$ cat src/core/trovd_defs.svh
/*
  Timing and geometry constants for the triple redundant output voter.
  Assumes a 200 MHz clock; included by the package and design files.
*/
`ifndef TROVD_DEFS_SVH
`define TROVD_DEFS_SVH

// Clock period in picoseconds
`define TROVD_CLK_PS 5000
// Number of output points
`define TROVD_NPTS 32
// Point index width
`define TROVD_PW 5
// DC inversion window, ns; kept short, well inside the hard limit
`define TROVD_DC_GLITCH_NS 500
// DC inversion hard limit, ns
`define TROVD_DC_LIMIT_NS 2000000
// DC glitch in cycles, rounded down
`define TROVD_DC_GLITCH_CYC ((`TROVD_DC_GLITCH_NS * 1000) / `TROVD_CLK_PS)
// Gap between two diagnostic steps, cycles
`define TROVD_GAP_CYC 16'h0100
// Counter width
`define TROVD_CW 16
// Channel count
`define TROVD_NCH 3

`endif

$ cat src/core/trovd_pkg.sv
/*
  Types for the triple redundant output voter with diagnostics.
  Assumes trovd_defs.svh is on the include path.
*/
`include "trovd_defs.svh"

package trovd_pkg;

  // Diagnostic sequencer states
  typedef enum logic [2:0] {
    TROVD_IDLE = 3'h0,
    TROVD_FORCE = 3'h1,
    TROVD_CHECK = 3'h2,
    TROVD_GAP = 3'h3,
    TROVD_HALT = 3'h4
  } trovd_state_t;

  // Field supervision inputs for one point
  typedef struct packed {
    logic volt;      // Voltage seen at the terminal
    logic curr;      // Load current flowing
    logic pwr_ok;    // Field power and fuse good
  } trovd_sense_t;

  // Field fault flags for one point
  typedef struct packed {
    logic pwr_loss;  // Power lost or fuse blown
    logic open_load; // Load open or missing
    logic false_on;  // Load energised in error
    logic short_off; // Load shorted while off
  } trovd_ffault_t;

endpackage

$ cat src/core/trovd_vote.sv
/*
  Two-out-of-three voter of one point over three channel drivers.
  Assumes all inputs are on the same clock domain; combinational.
*/
`timescale 1ns/1ps

module trovd_vote
  import trovd_pkg::*;
(
  input wire logic [2:0] drv,
  input wire logic dual_mode,
  output logic [1:0] sw_on
)
;

  // Majority across the three drivers
  function automatic logic maj(input logic [2:0] d);
    maj = (d[0] & d[1]) | (d[1] & d[2]) | (d[0] & d[2]);
  endfunction

  // Both switches get their own vote in dual mode; single path holds switch two off
  always_comb
  begin
    sw_on[0] = maj(drv);
    sw_on[1] = dual_mode ? maj(drv) : 1'b0;
  end

endmodule

$ cat src/core/trovd_top.sv
/*
  Triple redundant digital output voter with sequential diagnostic,
  relay readback and field supervision.
  Assumes three channel tables from three separate processors, all
  synchronised to clk by the caller; readback and field pins are
  asynchronous and are double flopped here.
*/
// Function
// - Point on only with two of three drivers
// - Each channel fed only by own processor
// - Dual variant votes each switch separately
// - Diagnostic inverts one driver at a time
// - Readback compared with expected after inversion
// - AC inversion at most half mains cycle; code holds it from one rising crossing to the next, a full cycle
// - DC inversion below two milliseconds
// - Diagnostic can be disabled entirely
// - AC variant stops diagnostics after fault
// - AC faulty excursion limited half cycle; code allows a full cycle, rising crossing to rising crossing
// - DC diagnostic covers static commanded points
// - Relay variant drives relays from vote
// - Relay contacts checked via loopback
// - Supervised variant senses voltage and current
// - Supervised variant detects four field faults
// - Supervised variant alarms on missing load
`timescale 1ns/1ps
`include "trovd_defs.svh"

module trovd_top
  import trovd_pkg::*;
(
  input wire logic clk,
  input wire logic resetn,
  input wire logic [`TROVD_NPTS-1:0] tbl_a,
  input wire logic [`TROVD_NPTS-1:0] tbl_b,
  input wire logic [`TROVD_NPTS-1:0] tbl_c,
  input wire logic ac_mode,
  input wire logic dual_mode,
  input wire logic diag_disable,
  input wire logic zero_cross,
  input wire logic [`TROVD_NPTS-1:0] loopback,
  input wire trovd_sense_t [`TROVD_NPTS-1:0] sense,
  output logic [`TROVD_NPTS-1:0] drv_a,
  output logic [`TROVD_NPTS-1:0] drv_b,
  output logic [`TROVD_NPTS-1:0] drv_c,
  output logic [`TROVD_NPTS-1:0] voted,
  output logic [`TROVD_NPTS-1:0] voted_sw2,
  output logic [`TROVD_NPTS-1:0] latent_fault,
  output trovd_ffault_t [`TROVD_NPTS-1:0] field_fault,
  output logic load_alarm,
  output logic diag_halted
);

  // Synchronisers for pins
  logic [`TROVD_NPTS-1:0] lb_s1_r;
  logic [`TROVD_NPTS-1:0] lb_s2_r;
  trovd_sense_t [`TROVD_NPTS-1:0] sn_s1_r;
  trovd_sense_t [`TROVD_NPTS-1:0] sn_s2_r;
  logic [2:0] zc_sh_r; // Bits 0,1 sync, bit 2 edge history
  logic zc_pulse;      // One-cycle zero-crossing event
  logic [1:0] zc_arm_r; // Cycles since reset, saturating at three

  // Diagnostic sequencer state
  trovd_state_t st_r, st_nxt;
  logic [`TROVD_PW-1:0] pt_r, pt_nxt;   // Point under test
  logic [1:0] ch_r, ch_nxt;             // Channel being inverted
  logic [`TROVD_CW-1:0] cnt_r, cnt_nxt; // Window counter
  logic [`TROVD_NPTS-1:0] lf_r, lf_nxt; // Latent fault flags
  logic halt_r, halt_nxt;               // AC stop after fault

  // Field fault and output registers
  trovd_ffault_t [`TROVD_NPTS-1:0] ff_r, ff_nxt;
  logic alarm_r, alarm_nxt;
  logic [`TROVD_NPTS-1:0] da_nxt, db_nxt, dc_nxt;
  // Voter results, switch one and switch two
  logic [`TROVD_NPTS-1:0] vt, vt2;

  // Window length in cycles; floor so the DC limit is never passed
  localparam logic [`TROVD_CW-1:0] DC_WIN =
    `TROVD_CW'(`TROVD_DC_GLITCH_CYC);

  // Window counter step, shared by the inversion and gap states
  function automatic logic [`TROVD_CW-1:0] cnt_dec(
    input logic [`TROVD_CW-1:0] c
  );
    cnt_dec = c - `TROVD_CW'(1);
  endfunction

  // Pin synchronisers, two stages each
  always_ff @(posedge clk or negedge resetn)
  begin
    if (!resetn)
    begin
      lb_s1_r <= '0;
      lb_s2_r <= '0;
      sn_s1_r <= '0;
      sn_s2_r <= '0;
      zc_sh_r <= 3'h0;
      zc_arm_r <= 2'h0;
    end
    else
    begin
      // Readback of the terminals
      lb_s1_r <= loopback;
      lb_s2_r <= lb_s1_r;
      // Field sense bits
      sn_s1_r <= sense;
      sn_s2_r <= sn_s1_r;
      // Zero-cross pin, two stages and one bit of history
      zc_sh_r <= {zc_sh_r[1], zc_sh_r[0], zero_cross};
      // Count until the history bit holds a real sample
      if (!(&zc_arm_r))
        zc_arm_r <= zc_arm_r + 2'h1;
    end
  end

  // Rising zero crossing from synced and history bits only; held off
  // until both bits carry real samples, so a pin that is high at
  // reset release is not taken for a crossing
  assign zc_pulse = zc_sh_r[1] & ~zc_sh_r[2] & (&zc_arm_r);

  // Per-channel drivers: each table feeds only its own channel
  always_comb
  begin
    da_nxt = tbl_a;
    db_nxt = tbl_b;
    dc_nxt = tbl_c;
    // Inversion stands through the force and check states
    if (st_r == TROVD_FORCE || st_r == TROVD_CHECK)
    begin
      // Invert exactly one driver of one point
      unique case (ch_r)
        2'h0: da_nxt[pt_r] = ~tbl_a[pt_r];
        2'h1: db_nxt[pt_r] = ~tbl_b[pt_r];
        default: dc_nxt[pt_r] = ~tbl_c[pt_r];
      endcase
    end
  end

  // Voters, one per point, on the registered drivers
  genvar gi;
  generate
    for (gi = 0; gi < `TROVD_NPTS; gi++)
    begin : g_vote
      // Switch two is voted only in the dual variant
      trovd_vote u_vote (
        .drv({drv_c[gi], drv_b[gi], drv_a[gi]}),
        .dual_mode(dual_mode),
        .sw_on({vt2[gi], vt[gi]})
      );
    end
  endgenerate

  // Diagnostic sequencer next state
  always_comb
  begin
    st_nxt = st_r;
    pt_nxt = pt_r;
    ch_nxt = ch_r;
    cnt_nxt = cnt_r;
    lf_nxt = lf_r;
    halt_nxt = halt_r;
    unique case (st_r)
      TROVD_IDLE:
      begin
        // Start when enabled; AC waits for a zero crossing
        if (diag_disable)
          st_nxt = TROVD_IDLE;
        // A halted AC sequencer never starts again
        else if (halt_r)
          st_nxt = TROVD_HALT;
        else if (!ac_mode || zc_pulse)
        begin
          // Load the DC window; AC ignores the counter
          st_nxt = TROVD_FORCE;
          cnt_nxt = DC_WIN;
        end
      end
      TROVD_FORCE:
      begin
        // Hold inversion; AC ends at next crossing, DC by count
        if (diag_disable)
          st_nxt = TROVD_IDLE;
        else if (ac_mode ? zc_pulse : (cnt_r == '0))
          st_nxt = TROVD_CHECK;
        // DC counts the window down
        else if (!ac_mode)
          cnt_nxt = cnt_dec(cnt_r);
      end
      TROVD_CHECK:
      begin
        // Loopback must still follow the vote of the true tables
        if (lb_s2_r[pt_r] != voted[pt_r])
        begin
          // Sticky flag; nothing but reset clears it
          lf_nxt[pt_r] = 1'b1;
          if (ac_mode)
            halt_nxt = 1'b1;
        end
        // Always move on; a DC fault only flags the point
        st_nxt = TROVD_GAP;
        cnt_nxt = `TROVD_GAP_CYC;
        // Fixed order: channel A, B, C then next point
        if (ch_r == 2'h2)
        begin
          ch_nxt = 2'h0;
          pt_nxt = pt_r + `TROVD_PW'(1);
        end
        else
          ch_nxt = ch_r + 2'h1;
      end
      TROVD_GAP:
      begin
        // Settling gap then repeat forever
        // Drivers are back on the tables here
        if (cnt_r == '0)
          st_nxt = TROVD_IDLE;
        else
          cnt_nxt = cnt_dec(cnt_r);
      end
      TROVD_HALT:
      begin
        // No further iterations after an AC fault
        st_nxt = TROVD_HALT;
      end
      default:
        st_nxt = TROVD_IDLE;
    endcase
  end

  // Field supervision of voltage and current loopback
  always_comb
  begin
    alarm_nxt = 1'b0;
    for (int i = 0; i < `TROVD_NPTS; i++)
    begin
      // Supply fault needs no load state
      ff_nxt[i].pwr_loss = ~sn_s2_r[i].pwr_ok;
      // Energised with voltage but no current: load missing
      ff_nxt[i].open_load = voted[i] & sn_s2_r[i].volt
        & ~sn_s2_r[i].curr;
      // Off but voltage present: energised in error
      ff_nxt[i].false_on = ~voted[i] & sn_s2_r[i].volt;
      // Off with current flowing: shorted load
      ff_nxt[i].short_off = ~voted[i] & ~sn_s2_r[i].volt
        & sn_s2_r[i].curr;
      if (ff_nxt[i].open_load)
        alarm_nxt = 1'b1;
    end
  end

  // Voted results drive the switches; relays use the same path
  always_comb
  begin
    voted = vt;
    voted_sw2 = vt2;
  end

  // Register all state
  always_ff @(posedge clk or negedge resetn)
  begin
    if (!resetn)
    begin
      st_r <= TROVD_IDLE;
      pt_r <= '0;
      ch_r <= 2'h0;
      cnt_r <= '0;
      lf_r <= '0;
      halt_r <= 1'b0;
      ff_r <= '0;
      alarm_r <= 1'b0;
      // Drivers low while in reset
      drv_a <= '0;
      drv_b <= '0;
      drv_c <= '0;
    end
    else
    begin
      st_r <= st_nxt;
      pt_r <= pt_nxt;
      ch_r <= ch_nxt;
      cnt_r <= cnt_nxt;
      lf_r <= lf_nxt;
      halt_r <= halt_nxt;
      ff_r <= ff_nxt;
      alarm_r <= alarm_nxt;
      // Drivers follow the tables, one bit forced when under test
      drv_a <= da_nxt;
      drv_b <= db_nxt;
      drv_c <= dc_nxt;
    end
  end

  // Outputs straight from registers; relay contact readback
  // mismatches are reported through the latent flags as well
  assign latent_fault = lf_r;
  assign field_fault = ff_r;
  assign load_alarm = alarm_r;
  assign diag_halted = halt_r;

endmodule

$ cat config.mk
export PLATFORM = sky130hd
export DESIGN_NAME = trovd_top
export DESIGN_NICKNAME = d
export VERILOG_FILES = /design/src/core/trovd_pkg.sv /design/src/core/trovd_vote.sv /design/src/core/trovd_top.sv
export VERILOG_INCLUDE_DIRS = /design/src /design/src/core
export SDC_FILE = /design/constraint.sdc
export NUM_CORES = 1
export LEC_CHECK = 0
export BUFFER_PORTS_ARGS = -buffer_cell sky130_fd_sc_hd__clkbuf_2
export CAP_MARGIN = 10
export CORE_ASPECT_RATIO = 1.75
export CORE_UTILIZATION = 30
export CTS_CLUSTER_SIZE = 40
export DETAILED_ROUTE_END_ITERATION = 8
export MAX_ROUTING_LAYER = met4
export PLACE_DENSITY_LB_ADDON = 0.1
export SYNTH_ARGS = -nofsm -noshare
export SYNTH_HDL_FRONTEND = slang
export SYNTH_HIERARCHICAL = 1
export SYNTH_SLANG_ARGS = --single-unit
$ cat constraint.sdc
create_clock -name clk -period 4.9 [get_ports clk]
set_input_delay 0.49 -clock clk [delete_from_list [all_inputs] [get_ports clk]]
set_output_delay 0.49 -clock clk [all_outputs]
set_load 0.01 [all_outputs]
==> impl_metrics.tcl <==
set metrics [dict create \
    setup_viol 0 \
    syn_avg_cell_area_um2 14.8 \
    crit_required_ns 5.39 \
    syn_to_final_growth_pct 34.6 \
    power.density_mw_per_mm2 447 \
    die_w_um 196 \
    nFillCells 6244 \
    place_inst 2735 \
    critPathKind "register to register" \
    fin_ws_ns 1.74 \
    period_share 0.646 \
    antenna_found_initial 14 \
    p_leak_nw 12.9 \
    post_cts_resized 0 \
    detail-route-antenna-nets 0 \
    reg2reg_from "pt_r[0]" \
    vias_per_cell 4.48 \
    drt_iter0_drc 407 \
    pre_cts_slack_ns 1.71 \
    fin_setup_tns_ns 0 \
    endpoint_kind "register" \
    path_clk_slew_ns 0.07 \
    hp-start "tbl_b[22]" \
    slew_viol_final 0 \
    synthArstFlopShare 1.00 \
    start_util 0.304 \
    synth_seq_cells 545 \
    internal_power_mw 8.24 \
    p_clk_frac 0.365 \
    pwr-share-comb 0.205 \
    fin_cells 2976 \
    clk-insertion-delay-late_ns 0.62 \
    dp_hpwl_mm 50.4 \
    start_kind "register" \
    dieArea_mm2 0.0672 \
    nets 2274 \
    hold_viol_final 0 \
    cts_tree "done" \
    wire_per_inst_um 22.8 \
    grt_pass1_vias 14600 \
    place_area_mm2 0.0235 \
    synth.top_cell.area_share 0.688 \
    worstPathArrival_ns 3.66 \
    core-area_mm2 0.0653 \
    port_buffers 551 \
    max_freq_ghz 0.316 \
    firstDrtPassIters 4 \
    status "completed" \
    skew_ns 0.0223 \
    yosysTopAreaCell "dfrtp_1" \
    yosysWarnings 6 \
    hp-class "input port to register" \
    power_frac_seq 0.431 \
    synth_area_mm2 0.0198 \
    cts.sinks 545 \
    path_max_fanout 41 \
    synth_fp_nets 1579 \
    largest_reg_flops 128 \
    routed_wirelength_mm 67.8 \
    grt_usage 0.209 \
    htreeDepth 2 \
    num_vias 13300 \
    grt_max_degree 113 \
    cts_buffers 53 \
    fin_hold_ws_ns 0.115 \
    gr-total-overflow 0 \
    layout_min_cycle_time_ns 3.16 \
    switching_share 0.308 \
    die_h_um 342 \
    root_buffer "clkbuf_16" \
    synth-main-ff-cell "dfrtp_1" \
    synth_cell_type_count 61 \
    drive_gt1_frac 0.389 \
    crit_start "pt_r[0]" \
    total_power_mw 11.9 \
    switching_power_mw 3.68 \
    utilization 0.409 \
    maxCapViolCount 0 \
    postCtsSetupBuffers 0 \
    synth.area.top_cells "dfrtp_1, mux2_4, nor2_1, mux4_1, maj3_2" \
    postCtsHoldBufs 130 \
    worst_pin_slew_ns 1.27 \
    clockBufferDepth 3 \
    final_cell_area_mm2 0.0267 \
    core.rowCount 124 \
    postSynthCellCount 1343 \
    grt_pass1_wl_mm 97.9 \
    drc_errors 0 \
    ir_drop_mv 0.326 \
    ios 552 \
    slew_headroom 0.156 \
    yosysSeqAreaShare 0.688 \
    gp_congestion 0.798 \
    rsz0062_at_grt "no" \
    synth_edf_count 0 \
]
==> logic make-up after synthesis <==
family,after synthesis,share of synthesized area
compound gates,93,0.0352
xor+xnor,15,0.00700
fa+ha+maj,38,0.0220
buf+inv,95,0.0276
flops,545,0.688
mux,153,0.118
simple gates,404,0.102
==> power groups by stage <==
stage	clock network [mW]	logic, mW	registers (mW)
floorplan	0	1.51	5.10
global placement	0	2.41	5.21
detailed placement	0	2.42	5.22
CTS	4.50	2.52	5.14
global route	4.65	2.65	5.18
finish	4.35	2.44	5.13
==> worst max-delay path, cell delays in order, from the launching register on <==
cell and delay [ns]:
dfrtp_4 0.77, buf_4 0.33, inv_1 0.12, ha_1 1.02
nand2_1 0.24, nor2_1 0.23, mux2_4 0.32
==> area by class of cell <==
class	count	area, µm²	share of cell area
Antenna cell	16	40.0	0.00150
Clock buffer	75	1570	0.0588
Clock inverter	20	290	0.0109
Inverter	38	143	0.00534
Multi-Input combinational cell	703	5660	0.212
Sequential cell	545	13600	0.511
Tap cell	882	1100	0.0413
Timing Repair Buffer	697	4240	0.159
==> worst paths after layout <==
check / slack, ns / depth (start not counted) / to
setup reg to reg: 1.74 / 6 / drv_c[8]
hold reg to reg: 0.34 / 0 / sn_s2_r[13]
max in group asynchronous: 3.14 / 3 / field_fault[30]
min in group asynchronous: 0.51 / 2 / sn_s1_r[54]
setup / recovery: 1.74 / 6 / drv_c[8]
hold / removal: 0.12 / 2 / drv_b[22]
==> cells in the final DEF (no fill, tap or decap), drive strengths merged, types with 3 or more instances in the layout <==
cell type    synthesis  routed
nand4                4       4
clkinvlp             0       4
buf                 27      17
o21ai               16      16
and2                35      35
xnor2                7       7
nand3                5       5
or3b                 3       3
a41o                32      32
maj3                32      32
nor2b               35      35
a31o                 3       3
clkbuf              27     625
inv                 38      40
or4                  7       7
nor4                 7       7
mux2i               29      29
ha                   6       6
o22ai               24      24
nand2               86      86
dfrtp              545     545
diode                0      16
nor3                12      12
nand3b               6       6
nor2               153     153
and3b                3       3
bufinv               0       6
xor2                 8       8
clkinv               0       8
a21oi                9       9
or3                  6       6
nor3b               34      34
mux4                26      26
mux2                98      98
dlygate4sd3          0     130
==> routing by layer <==
layer / up-vias / share of wire / GRT usage
met4: 0 / 0.037 / 0.0830
met1: 6734 / 0.37 / 0.221
met3: 109 / 0.062 / 0.0502
met2: 493 / 0.53 / 0.370
met5: - / 0 / -
li1: 6001 / - / -
==> synthesized netlist by cell type, types with 14 or more instances <==
cell type,instances
dfrtp_1,545
nor2_1,153
nand2_1,86
mux2_4,77
inv_1,38
and2_1,35
nor2b_1,35
nor3b_1,34
a41o_1,32
maj3_2,32
mux2i_1,29
o22ai_1,24
clkbuf_1,23
mux2_2,21
mux4_1,19
buf_6,16
o21ai_0,14
Power figures use the tool's default switching activity.
